===== src/rtl/csp_params.svh =====
`ifndef CSP_PARAMS_SVH
`define CSP_PARAMS_SVH

// ------------------------------------------------------------
// Timing
// ------------------------------------------------------------
`define CSP_CLK_HZ 200000000
`define CSP_POLL_S 30
`define CSP_RSP_S 5
`define CSP_TMR_W 33

// ------------------------------------------------------------
// File system layout
// ------------------------------------------------------------
`define CSP_DIR_FID 16'h7F90
`define CSP_EF_HI 8'h6F
`define CSP_NFILE 16
`define CSP_NWORD 16
`define CSP_LP_IDX 4'h0
`define CSP_IDENT_IDX 4'h4
`define CSP_LOC_IDX 4'h8
`define CSP_ALGO_IDX 4'hC
`define CSP_FREE_LAST 4'h3
`define CSP_MEM_RST 8'hFF

// ------------------------------------------------------------
// Procedure constants
// ------------------------------------------------------------
`define CSP_LANG_NONE 8'hFF
`define CSP_LANG_DEFAULT 8'h01
`define CSP_INIT_LAST 5'h1A
`define CSP_TRIES_MAX 2'h2

`endif


===== src/rtl/csp_pkg.sv =====
package csp_pkg;

	typedef enum logic [2:0] {
		OP_SELECT = 3'h0,
		OP_READ = 3'h1,
		OP_UPDATE = 3'h2,
		OP_INVAL = 3'h3,
		OP_STATUS = 3'h4,
		OP_VERIFY = 3'h5,
		OP_ALGO = 3'h6
	} csp_op_type;

	typedef enum logic [1:0] {
		SW_OK = 2'h0,
		SW_DENIED = 2'h1,
		SW_NOFILE = 2'h2,
		SW_BLOCKED = 2'h3
	} csp_sw_type;

	typedef enum logic [1:0] {
		ST_OFF = 2'h0,
		ST_SEND = 2'h1,
		ST_WAIT = 2'h2,
		ST_SESS = 2'h3
	} csp_state_type;

	typedef enum logic [1:0] {
		JB_INIT = 2'h0,
		JB_USR = 2'h1,
		JB_POLL = 2'h2,
		JB_TERM = 2'h3
	} csp_job_type;

endpackage


===== src/rtl/csp_link_if.sv =====
// Command/response link; the terminal end is master of every pair.
interface csp_link_if;
	logic link_up;
	logic cmd_valid;
	csp_pkg::csp_op_type cmd_op;
	logic [15:0] cmd_fid;
	logic [7:0] cmd_ofs;
	logic [7:0] cmd_data;
	logic rsp_valid;
	csp_pkg::csp_sw_type rsp_sw;
	logic [15:0] rsp_data;

	modport card (
		input link_up, cmd_valid, cmd_op, cmd_fid, cmd_ofs, cmd_data,
		output rsp_valid, rsp_sw, rsp_data
	);
	modport term (
		output link_up, cmd_valid, cmd_op, cmd_fid, cmd_ofs, cmd_data,
		input rsp_valid, rsp_sw, rsp_data
	);
endinterface


===== src/rtl/csp_term.sv =====
// Summary of operation
// - terminal originates commands, card only answers.
// - select file first; command carries data location.
// - permitted read returns file data.
// - refused read returns error, no data.
// - permitted update overwrites addressed file content.
// - refused update leaves file, returns error.
// - invalidate only when its access allowed.
// - card algorithm may change file contents.
// - interrupted procedure is aborted as whole.
// - session spans initialization to termination/link loss.
// - language request, default when none available.
// - select app directory, check identity invalidation.
// - holder code verify; failure fails initialization.
// - eleven information requests in fixed order.
// - write back, then deactivate link, erase copy.
// - unchanged already-written item may skip write-back.
// - status command within each 30 s idle.
// - no status answer: drop call within 5 s.
// - changed directory in status: drop call.
// - application directory identifier is 7F90.
// - third wrong code blocks and withdraws access.
`include "csp_params.svh"

module csp_term #(
	parameter longint unsigned POLL_CYC = 64'(`CSP_POLL_S) * 64'(`CSP_CLK_HZ),
	parameter longint unsigned RSP_CYC = 64'(`CSP_RSP_S) * 64'(`CSP_CLK_HZ)
) (
	input wire logic mclk_i,
	input wire logic sys_rst_i,
	csp_link_if.term lnk,
	input wire logic sess_start_i,
	input wire logic sess_end_i,
	input wire logic call_active_i,
	input wire logic [15:0] code_i,
	input wire logic usr_valid_i,
	input wire logic usr_write_i,
	input wire logic [15:0] usr_fid_i,
	input wire logic [7:0] usr_ofs_i,
	input wire logic [7:0] usr_data_i,
	input wire logic loc_we_i,
	input wire logic [7:0] loc_i,
	output logic usr_ready_o,
	output logic usr_done_o,
	output logic usr_ok_o,
	output logic [7:0] usr_data_o,
	output logic sess_active_o,
	output logic init_fail_o,
	output logic ident_invalid_o,
	output logic call_drop_o,
	output logic [7:0] lang_o,
	output logic [7:0] loc_o
);

	localparam logic [`CSP_TMR_W-1:0] POLL_LAST =
		`CSP_TMR_W'(POLL_CYC - 64'h1);
	localparam logic [`CSP_TMR_W-1:0] RSP_LAST =
		`CSP_TMR_W'(RSP_CYC - 64'h1);

	csp_pkg::csp_state_type state_ff;
	csp_pkg::csp_job_type job_ff;
	logic [4:0] step_ff;
	logic link_up_ff;
	csp_pkg::csp_op_type op_ff;
	logic [15:0] fid_ff;
	logic [7:0] ofs_ff;
	logic [7:0] dat_ff;
	logic [`CSP_TMR_W-1:0] tmr_ff;
	logic [7:0] loc_ff;
	logic [7:0] saved_ff;
	logic usr_wr_ff;
	logic poll_due;
	logic timeout;
	logic rsp_ok;
	logic [4:0] ini_k;
	logic [4:0] nxt_step;
	csp_pkg::csp_op_type ini_op;
	logic [15:0] ini_fid;

	assign lnk.link_up = link_up_ff;
	assign lnk.cmd_valid = (state_ff == csp_pkg::ST_SEND);
	assign lnk.cmd_op = op_ff;
	assign lnk.cmd_fid = fid_ff;
	assign lnk.cmd_ofs = ofs_ff;
	assign lnk.cmd_data = dat_ff;
	assign loc_o = loc_ff;

	// ------------------------------------------------------------
	// Timing
	// ------------------------------------------------------------
	// One counter serves both the idle poll and the answer deadline.
	assign poll_due = call_active_i && (tmr_ff == POLL_LAST);
	assign timeout = (state_ff == csp_pkg::ST_WAIT) &&
		!lnk.rsp_valid && (tmr_ff == RSP_LAST);
	assign rsp_ok = (lnk.rsp_sw == csp_pkg::SW_OK);
	assign usr_ready_o = (state_ff == csp_pkg::ST_SESS) && !poll_due &&
		!sess_end_i;

	// Idle time restarts at every command and every answer.
	always_ff @(posedge mclk_i or posedge sys_rst_i) begin
		if (sys_rst_i)
			tmr_ff <= '0;
		else if (state_ff == csp_pkg::ST_SEND || lnk.rsp_valid)
			tmr_ff <= '0;
		else if (tmr_ff != POLL_LAST)
			tmr_ff <= `CSP_TMR_W'(tmr_ff + 1'b1);
	end

	// ------------------------------------------------------------
	// Initialization step table
	// ------------------------------------------------------------
	// The table names the command of the step after the current one.
	// Steps 5 and up alternate select and read over files 1 to 11.
	assign nxt_step = 5'(step_ff + 5'h01);

	always_comb begin
		ini_k = 5'(nxt_step - 5'h05);
		ini_op = ini_k[0] ? csp_pkg::OP_READ : csp_pkg::OP_SELECT;
		ini_fid = {`CSP_EF_HI, 4'h0, 4'(ini_k[4:1] + 4'h1)};
		case (nxt_step)
			5'h00: begin
				ini_op = csp_pkg::OP_SELECT;
				ini_fid = {`CSP_EF_HI, 4'h0, `CSP_LP_IDX};
			end
			5'h01: begin
				ini_op = csp_pkg::OP_READ;
				ini_fid = 16'h0000;
			end
			5'h02: begin
				ini_op = csp_pkg::OP_SELECT;
				ini_fid = `CSP_DIR_FID;
			end
			5'h03: begin
				ini_op = csp_pkg::OP_SELECT;
				ini_fid = {`CSP_EF_HI, 4'h0, `CSP_IDENT_IDX};
			end
			5'h04: begin
				ini_op = csp_pkg::OP_VERIFY;
				ini_fid = code_i;
			end
			default: begin
			end
		endcase
	end

	// ------------------------------------------------------------
	// Sequencer
	// ------------------------------------------------------------
	// A lost answer means a lost link: the running procedure is
	// abandoned whole and the session ends.
	always_ff @(posedge mclk_i or posedge sys_rst_i) begin
		if (sys_rst_i) begin
			state_ff <= csp_pkg::ST_OFF;
			job_ff <= csp_pkg::JB_INIT;
			step_ff <= 5'h00;
			link_up_ff <= 1'b0;
			op_ff <= csp_pkg::OP_SELECT;
			fid_ff <= 16'h0000;
			ofs_ff <= 8'h00;
			dat_ff <= 8'h00;
			loc_ff <= 8'h00;
			saved_ff <= 8'h00;
			usr_wr_ff <= 1'b0;
			usr_done_o <= 1'b0;
			usr_ok_o <= 1'b0;
			usr_data_o <= 8'h00;
			sess_active_o <= 1'b0;
			init_fail_o <= 1'b0;
			ident_invalid_o <= 1'b0;
			call_drop_o <= 1'b0;
			lang_o <= `CSP_LANG_DEFAULT;
		end else begin
			usr_done_o <= 1'b0;
			init_fail_o <= 1'b0;
			ident_invalid_o <= 1'b0;
			call_drop_o <= 1'b0;
			// The local copy may change only while a session is open.
			if (loc_we_i && sess_active_o)
				loc_ff <= loc_i;
			case (state_ff)
				csp_pkg::ST_OFF: begin
					if (sess_start_i) begin
						link_up_ff <= 1'b1;
						job_ff <= csp_pkg::JB_INIT;
						step_ff <= 5'h00;
						op_ff <= csp_pkg::OP_SELECT;
						fid_ff <= {`CSP_EF_HI, 4'h0, `CSP_LP_IDX};
						ofs_ff <= 8'h00;
						state_ff <= csp_pkg::ST_SEND;
					end
				end
				csp_pkg::ST_SEND: state_ff <= csp_pkg::ST_WAIT;
				// Ending beats polling, which beats a user request.
				csp_pkg::ST_SESS: begin
					step_ff <= 5'h00;
					if (sess_end_i) begin
						job_ff <= csp_pkg::JB_TERM;
						op_ff <= csp_pkg::OP_SELECT;
						fid_ff <= {`CSP_EF_HI, 4'h0, `CSP_LOC_IDX};
						if (loc_ff == saved_ff) begin
							link_up_ff <= 1'b0;
							loc_ff <= 8'h00;
							sess_active_o <= 1'b0;
							state_ff <= csp_pkg::ST_OFF;
						end else begin
							state_ff <= csp_pkg::ST_SEND;
						end
					end else if (poll_due) begin
						job_ff <= csp_pkg::JB_POLL;
						op_ff <= csp_pkg::OP_STATUS;
						state_ff <= csp_pkg::ST_SEND;
					end else if (usr_valid_i) begin
						job_ff <= csp_pkg::JB_USR;
						usr_wr_ff <= usr_write_i;
						op_ff <= csp_pkg::OP_SELECT;
						fid_ff <= usr_fid_i;
						ofs_ff <= usr_ofs_i;
						dat_ff <= usr_data_i;
						state_ff <= csp_pkg::ST_SEND;
					end
				end
				csp_pkg::ST_WAIT: begin
					if (timeout) begin
						state_ff <= csp_pkg::ST_OFF;
						link_up_ff <= 1'b0;
						sess_active_o <= 1'b0;
						call_drop_o <= (job_ff == csp_pkg::JB_POLL);
						init_fail_o <= (job_ff == csp_pkg::JB_INIT);
						usr_done_o <= (job_ff == csp_pkg::JB_USR);
						usr_ok_o <= 1'b0;
					end else if (lnk.rsp_valid) begin
						case (job_ff)
							csp_pkg::JB_INIT: begin
								if (step_ff == 5'h01) begin
									lang_o <= (lnk.rsp_data[7:0] == `CSP_LANG_NONE ||
										!rsp_ok) ? `CSP_LANG_DEFAULT :
										lnk.rsp_data[7:0];
								end
								if (step_ff == 5'h14) begin
									loc_ff <= lnk.rsp_data[7:0];
									saved_ff <= lnk.rsp_data[7:0];
								end
								if (step_ff == 5'h03 && lnk.rsp_data[0]) begin
									ident_invalid_o <= 1'b1;
									init_fail_o <= 1'b1;
									link_up_ff <= 1'b0;
									state_ff <= csp_pkg::ST_OFF;
								end else if (step_ff > 5'h01 && !rsp_ok) begin
									init_fail_o <= 1'b1;
									link_up_ff <= 1'b0;
									state_ff <= csp_pkg::ST_OFF;
								end else if (step_ff == `CSP_INIT_LAST) begin
									sess_active_o <= 1'b1;
									state_ff <= csp_pkg::ST_SESS;
								end else begin
									step_ff <= nxt_step;
									op_ff <= ini_op;
									fid_ff <= ini_fid;
									state_ff <= csp_pkg::ST_SEND;
								end
							end
							csp_pkg::JB_USR: begin
								if (step_ff == 5'h00 && rsp_ok) begin
									op_ff <= usr_wr_ff ? csp_pkg::OP_UPDATE :
										csp_pkg::OP_READ;
									step_ff <= 5'h01;
									state_ff <= csp_pkg::ST_SEND;
								end else begin
									usr_done_o <= 1'b1;
									usr_ok_o <= rsp_ok;
									usr_data_o <= lnk.rsp_data[7:0];
									state_ff <= csp_pkg::ST_SESS;
								end
							end
							// Another directory means another card was put in.
							csp_pkg::JB_POLL: begin
								if (!rsp_ok || lnk.rsp_data != `CSP_DIR_FID) begin
									call_drop_o <= 1'b1;
									link_up_ff <= 1'b0;
									sess_active_o <= 1'b0;
									state_ff <= csp_pkg::ST_OFF;
								end else begin
									state_ff <= csp_pkg::ST_SESS;
								end
							end
							default: begin
								if (step_ff == 5'h00 && rsp_ok) begin
									op_ff <= csp_pkg::OP_UPDATE;
									dat_ff <= loc_ff;
									ofs_ff <= 8'h00;
									step_ff <= 5'h01;
									state_ff <= csp_pkg::ST_SEND;
								end else begin
									link_up_ff <= 1'b0;
									loc_ff <= 8'h00;
									sess_active_o <= 1'b0;
									state_ff <= csp_pkg::ST_OFF;
								end
							end
						endcase
					end
				end
				default: state_ff <= csp_pkg::ST_OFF;
			endcase
		end
	end

endmodule


===== src/flat_wrapper.sv =====
// flat-port wrapper written by rule: the top's interface ports become plain ports
module csp_term_flat 
#(
	parameter longint unsigned POLL_CYC = 64'(`CSP_POLL_S) * 64'(`CSP_CLK_HZ),
	parameter longint unsigned RSP_CYC = 64'(`CSP_RSP_S) * 64'(`CSP_CLK_HZ)
)
  (mclk_i, sys_rst_i, sess_start_i, sess_end_i, call_active_i, code_i, usr_valid_i, usr_write_i, usr_fid_i, usr_ofs_i, usr_data_i, loc_we_i, loc_i, usr_ready_o, usr_done_o, usr_ok_o, usr_data_o, sess_active_o, init_fail_o, ident_invalid_o, call_drop_o, lang_o, loc_o, lnk_link_up, lnk_cmd_valid, lnk_cmd_op, lnk_cmd_fid, lnk_cmd_ofs, lnk_cmd_data, lnk_rsp_valid, lnk_rsp_sw, lnk_rsp_data);
  csp_link_if lnk_i ();
  input wire logic mclk_i;
  input wire logic sys_rst_i;
  input wire logic sess_start_i;
  input wire logic sess_end_i;
  input wire logic call_active_i;
  input wire logic [15:0] code_i;
  input wire logic usr_valid_i;
  input wire logic usr_write_i;
  input wire logic [15:0] usr_fid_i;
  input wire logic [7:0] usr_ofs_i;
  input wire logic [7:0] usr_data_i;
  input wire logic loc_we_i;
  input wire logic [7:0] loc_i;
  output logic usr_ready_o;
  output logic usr_done_o;
  output logic usr_ok_o;
  output logic [7:0] usr_data_o;
  output logic sess_active_o;
  output logic init_fail_o;
  output logic ident_invalid_o;
  output logic call_drop_o;
  output logic [7:0] lang_o;
  output logic [7:0] loc_o;
  output wire logic [$bits(lnk_i.link_up)-1:0] lnk_link_up;
  output wire logic [$bits(lnk_i.cmd_valid)-1:0] lnk_cmd_valid;
  output wire logic [$bits(lnk_i.cmd_op)-1:0] lnk_cmd_op;
  output wire logic [$bits(lnk_i.cmd_fid)-1:0] lnk_cmd_fid;
  output wire logic [$bits(lnk_i.cmd_ofs)-1:0] lnk_cmd_ofs;
  output wire logic [$bits(lnk_i.cmd_data)-1:0] lnk_cmd_data;
  input wire logic [$bits(lnk_i.rsp_valid)-1:0] lnk_rsp_valid;
  input wire logic [$bits(lnk_i.rsp_sw)-1:0] lnk_rsp_sw;
  input wire logic [$bits(lnk_i.rsp_data)-1:0] lnk_rsp_data;
  assign lnk_link_up = lnk_i.link_up;
  assign lnk_cmd_valid = lnk_i.cmd_valid;
  assign lnk_cmd_op = lnk_i.cmd_op;
  assign lnk_cmd_fid = lnk_i.cmd_fid;
  assign lnk_cmd_ofs = lnk_i.cmd_ofs;
  assign lnk_cmd_data = lnk_i.cmd_data;
  assign lnk_i.rsp_valid = lnk_rsp_valid;
  assign lnk_i.rsp_sw = lnk_rsp_sw;
  assign lnk_i.rsp_data = lnk_rsp_data;
  csp_term #(.POLL_CYC(POLL_CYC), .RSP_CYC(RSP_CYC)) u_core (.mclk_i(mclk_i), .sys_rst_i(sys_rst_i), .lnk(lnk_i), .sess_start_i(sess_start_i), .sess_end_i(sess_end_i), .call_active_i(call_active_i), .code_i(code_i), .usr_valid_i(usr_valid_i), .usr_write_i(usr_write_i), .usr_fid_i(usr_fid_i), .usr_ofs_i(usr_ofs_i), .usr_data_i(usr_data_i), .loc_we_i(loc_we_i), .loc_i(loc_i), .usr_ready_o(usr_ready_o), .usr_done_o(usr_done_o), .usr_ok_o(usr_ok_o), .usr_data_o(usr_data_o), .sess_active_o(sess_active_o), .init_fail_o(init_fail_o), .ident_invalid_o(ident_invalid_o), .call_drop_o(call_drop_o), .lang_o(lang_o), .loc_o(loc_o));
endmodule

===== config.mk =====
export PLATFORM = sky130hd
export DESIGN_NAME = csp_term_flat
export DESIGN_NICKNAME = d
export VERILOG_FILES = /design/src/rtl/csp_pkg.sv /design/src/rtl/csp_link_if.sv /design/src/rtl/csp_term.sv /design/src/flat_wrapper.sv
export VERILOG_INCLUDE_DIRS = /design/src /design/src/rtl
export SDC_FILE = /design/constraint.sdc
export NUM_CORES = 1
export LEC_CHECK = 0
export BUFFER_PORTS_ARGS = -buffer_cell sky130_fd_sc_hd__buf_4
export CORE_ASPECT_RATIO = 0.7
export CORE_MARGIN = 1
export CORE_UTILIZATION = 54
export CTS_CLUSTER_DIAMETER = 80
export DETAILED_ROUTE_END_ITERATION = 10
export PLACE_DENSITY = 0.8
export SLEW_MARGIN = 20
export SYNTH_ARGS = -nofsm -noshare
export SYNTH_HDL_FRONTEND = slang
export SYNTH_SLANG_ARGS = --single-unit

===== constraint.sdc =====
create_clock -name mclk_i -period 5 [get_ports mclk_i]
set_input_delay 1 -clock mclk_i [delete_from_list [all_inputs] [get_ports mclk_i]]
set_output_delay 1 -clock mclk_i [all_outputs]
set_load 0.02 [all_outputs]

# After elaboration in Yosys (flattened, before gate mapping)
# Cells that the tools add are included.
# word_totals
register_bits	117
wordCells	252
# op_classes
mux	128
reduce_logical	44
magnitude_cmp	1
eq_ne	51
add_sub_neg	4
bitwise_logic	4
# ops
operator	n
two-way mux 8 bit	23
two-way mux 16 bit	10
one-hot mux 16 bit (5 select lines)	1
two-way mux 33 bit	2
one-hot mux 16 bit (3 select lines)	1
one-hot mux 8 bit (2 select lines)	3
two-way mux 1 bit	42
two-way mux 5 bit	7
adder 33 x 1 -> 33 bit (second input constant)	1
equality test 33 x 30 -> 1 bit (second input constant)	1
equality test 33 bit (second input constant)	1
two-way mux 3 bit	11
!= test 33 bit (second input constant)	1
two-way mux 2 bit	15
!= test 2 bit (second input constant)	15
one-hot mux 3 bit (3 select lines)	3
AND reduction 9 bit	3
one-hot mux 8 bit (3 select lines)	1
!= test 3 bit (second input constant)	7
!= test 4 x 3 -> 1 bit (second input constant)	5
AND reduction 10 bit	2
!= test 16 x 15 -> 1 bit (second input constant)	1
equality test 5 x 2 -> 1 bit (second input constant)	3
one-hot mux 5 bit (3 select lines)	1
other kinds (35)	72

# Depth between registers and ports, before layout
# depth
depth_word	11
depth_mapped	10
depth_no_buf	9

# Worst setup path before layout
# OpenSTA, ideal clock, no wires.
# synth_path
kind	input to register
startpoint	input lnk_rsp_sw[1]
endpoint	register u_core.op_ff[2] (netlist: u_core.lnk.cmd_op[2])
n_path_buf	1
path_slack_ps	2265
setup_ps	125
t_required_ps	4875
arrival_ps	2609
cell_stages	7
cell_sequence	nor2_1 -> nand3_1 -> or3_4 -> a31o_1 -> buf_6 -> a211o_1 -> mux2_4
# synth_between
elab_chain_len	5
elab_cells_between_ends	8
cone_classes	3 x eq/ne; 5 x reduce/logical
# synth_rtl
element	line_no	text
start: declaration	flat_wrapper.sv:39	input wire logic [$bits(lnk_i.rsp_sw)-1:0] lnk_rsp_sw;
logical NOT 2 bit (*)	csp_term.sv:95	assign rsp_ok = (lnk.rsp_sw == csp_pkg::SW_OK);
logical NOT 1 bit	csp_term.sv:248	end else if (step_ff > 5'h01 && !rsp_ok) begin
logical AND 1 bit	csp_term.sv:248	
!= test 3 bit (no line)	n/a	
AND reduction 11 bit (no line) (*)	n/a	
end signal: assignment	csp_term.sv:257	op_ff <= ini_op;
end signal: assignment	csp_term.sv:264	op_ff <= usr_wr_ff ? csp_pkg::OP_UPDATE :
end signal: assignment	csp_term.sv:288	op_ff <= csp_pkg::OP_UPDATE;
end: declaration	csp_term.sv:64	csp_pkg::csp_op_type op_ff;
# Mark *: on every way between the ends. The rest lies on a longest branch, timed or not.
# A chain may end at the register's enable or synchronous reset.

# Worst setup path in the final report
# layout_path
startpoint	register u_core.tmr_ff[10]
endpoint	output usr_ready_o
# layout_between
elab_chain_len	5
# layout_rtl
element	line_no	text
start: declaration	csp_term.sv:68	logic [`CSP_TMR_W-1:0] tmr_ff;
start signal: assignment	csp_term.sv:106	tmr_ff <= `CSP_TMR_W'(tmr_ff + 1'b1);
equality test 33 bit	csp_term.sv:92	assign poll_due = call_active_i && (tmr_ff == POLL_LAST);
logical AND 1 bit	csp_term.sv:92	
logical NOT 1 bit	csp_term.sv:96	assign usr_ready_o = (state_ff == csp_pkg::ST_SESS) && !poll_due &&
logical AND 1 bit (2 in series)	csp_term.sv:96	
end: declaration	flat_wrapper.sv:22	output logic usr_ready_o;
# No other way between the ends.

==> results_dict.tcl <==
set metrics [dict create \
    worst_pin_slew_ns 1.030 \
    finalMaxSlewViolations 0 \
    achievable-frequency_mhz 304.0 \
    detail_route.drc_violations 0 \
    dpl.hpwl_um 12610 \
    post_cts_resize_count 0 \
    setup-tns-final_ns 0 \
    fin_crit_sh_pct 65.79 \
    rr_endpoint "u_core.lnk.cmd_ofs[4]" \
    run_status "finished, final reports clean" \
    first_iter_violations 490 \
    synth_area_leaders "dfrtp_1 46%, o21ai_0 4.1%, nand2_1 3.7%" \
    rsz_0062_raised_after_global_routing "no" \
    power-per-cell-area_mw_per_mm2 509.6 \
    post_cts_hold_buffer_count 0 \
    wl_per_cell_um 18.47 \
    finalSetupViolations 0 \
    timing.critical_path.arrival_ns 2.29 \
    netlist_instances 655 \
    routabilityCongestion 0.9204 \
    pin_count_of_the_biggest_net_entering_global_routing 79 \
    ys_ff_latch 117 \
    ys_types 64 \
    global_route_wire_length_before_repair_um 28640 \
    post-synth-top-area-cell "dfrtp_1" \
    floorplan.initialDensity_pct 56.57 \
    postSynth.asyncResetShare_pct 100.0 \
    min_path_type "flip-flop to flip-flop" \
    post_synth_most_frequent_cells "116 x dfrtp_1, 62 x nand2_1, 59 x nor2_1, 52 x o21ai_0, 29 x nand3_1" \
    cts_root_buffer "clkbuf_16" \
    cts.path.max_buffers 2 \
    total_leakage_power_nw 3.854 \
    worst-path-max-fanout 6 \
    critical_path_class "flip-flop to output pin" \
    design.final.nets 898 \
    area_growth_from_synthesis_to_final_layout_pct 29.34 \
    antenna_cells 0 \
    syn_area_mm2 0.006342 \
    place.port_buffers 150 \
    post_drt_via_cell_ratio 6.025 \
    fin_skew_ns 0.01268 \
    fp.dieH_um 92.67 \
    rrSetupSlack_ns 2.02 \
    irDropWorstVdd_v 0.0003920 \
    insertion_delay_ns 0.43 \
    syn_nets 754 \
    min_delay_endpoint "u_core.tmr_ff[8]" \
    syn-mean-instance-area_um2 9.683 \
    post_synthesis_sequential_area_ratio_pct 46.18 \
    cts_setup_buffers 0 \
    route.final.wire_length_um 17820 \
    grt_antenna_before_repair 0 \
    grt_pass1_vias 5457 \
    drv.max_cap_violation_count 0 \
    ant_nets 0 \
    worstSetupEndpointType "output pin" \
    synth-edff-count 0 \
    slew-limit-headroom_pct 30.78 \
    drive_gt1_share_pct 26.72 \
    coreArea_mm2 0.01121 \
    synth.yosys.warnings 0 \
    crit_required_ns 4.00 \
    floorplan.rows 32 \
    regToRegStartpoint "u_core.state_ff[0]" \
    element_type_at_the_critical_path_start "flip-flop" \
    ctsHtreeMaxLevel 4 \
    fillers 799 \
    most_frequent_cell_after_synthesis "dfrtp_1" \
    vias 5814 \
    dr_pass1_iterations 5 \
    netlist.area_leader.share_pct 45.77 \
    overflow 0 \
    number_of_cells_traversed_by_the_worst_register_to_register_path 9 \
    design.portCount 151 \
    cts.reportedPaths.clkPinSlew_ns 0.06 \
    hold_path_startpoint "u_core.tmr_ff[8]" \
    timing.hold.worst_path_depth 1 \
    floorplan.die_area_mm2 0.01219 \
    tritoncts "built" \
    width_of_the_die_um 131.5 \
    globalRouteTotalUtil_pct 30.36 \
    cts-buffers-inserted 17 \
    holdWs_ns 0.4691 \
    final_period_minus_worst_setup_slack_ns 3.290 \
    final_hold_viol_count 0 \
    clock_sink_count 117 \
    top_reg_cell_synth "dfrtp_1" \
]
metal layers:
layer / routed length, um / track usage (%) / part of all wire [%]
met5: 0 / 0 / 0
met4: 342 / 10.56 / 1.9
met3: 1682 / 8.976 / 9.4
met2: 7815 / 45.81 / 44
met1: 7979 / 41.73 / 45
metrics by stage:
step | total power, mW | area, um^2 | utilization, % | setup slack, ns | instances
3_3_place_gp | 2.803 | 7564 | 67.47 | 1.944 | 933
4_1_cts | 4.161 | 8190 | 73.06 | 1.731 | 965
2_1_floorplan | 2.305 | 6342 | - | 0.9009 | 655
5_1_grt | 4.388 | 8203 | 73.17 | 1.638 | 965
6_report | 4.180 | 8203 | 73.17 | 1.711 | 965
3_5_place_dp | 2.850 | 7564 | 67.47 | 1.830 | 933
worst max-delay path, stage by stage (launching register included):
cell,delay (ns)
dfrtp_1,0.42
or4_1,0.58
nor2_1,0.32
and4_1,0.32
nor2_1,0.06
buf_4,0.17
flip-flops by register name (all words and copies together), names as in the netlist, 2 cells and up:
name	cells
u_core.lnk.cmd_fid	16
u_core.job_ff	2
u_core.lang_o	8
u_core.loc_o	8
u_core.usr_data_o	8
u_core.step_ff	5
u_core.state_ff	2
u_core.lnk.cmd_op	3
u_core.lnk.cmd_ofs	8
u_core.saved_ff	8
u_core.tmr_ff	33
u_core.lnk.cmd_data	8
area by class of cell:
cell class / instances / area (um^2) / area share (%)
multi-input cells: 491 / 3237 / 39.46
flip-flops and latches: 117 / 2929 / 35.71
repair buffers: 152 / 1141 / 13.91
clock buffers: 18 / 429.2 / 5.232
clock inverters: 14 / 197.7 / 2.410
well taps: 153 / 191.4 / 2.334
inverters: 20 / 77.57 / 0.9457
worst max-delay path by stage:
stage,start,to,slack [ns],cells after the start
6_report,u_core.tmr_ff[10],usr_ready_o,1.71,5
5_1_grt,u_core.tmr_ff[10],usr_ready_o,1.64,5
4_1_cts,u_core.tmr_ff[10],usr_ready_o,1.73,5
3_5_place_dp,lnk_rsp_data[2],u_core.lnk.link_up,1.83,7
3_3_place_gp,lnk_rsp_data[2],u_core.lnk.link_up,1.94,7
2_1_floorplan,sys_rst_i,u_core.call_drop_o,0.90,1
logic make-up (layout without fill, tap and decap cells):
logic type	count (synthesis)	count (layout)	share of synthesized area, %
AO/OA/AOI/OAI	153	153	15.98
XOR/XNOR	34	34	4.695
adder cells (fa/ha/maj)	16	16	3.156
buffers and inverters	47	204	3.077
flip-flops	117	117	46.18
multiplexers	41	41	6.944
AND/OR/NAND/NOR	247	247	19.96
placed cells by master, fill, tap and decap left out, drive strengths merged, types with 6 or more instances in the layout:
cell	instances
o31ai	8
nor3	14
xnor2	8
or3	12
ha	16
nor4	7
a21oi	18
nor2	59
o21ai	54
dfrtp	116
a31oi	16
inv	25
a22o	17
buf	152
a22oi	6
and2	12
mux2i	20
mux2	21
clkbuf	18
nand4	15
nand2	62
xor2	26
nand3	29
or2	6
where the power goes:
group	internal (mW)	total, mW	switching (mW)	leakage, nW
Combinational	0.619	1.59	0.971	1.98
Clock	0.839	1.31	0.471	0.302
Sequential	1.14	1.28	0.138	1.57
Note: power is estimated with default switching activity, not from simulation.
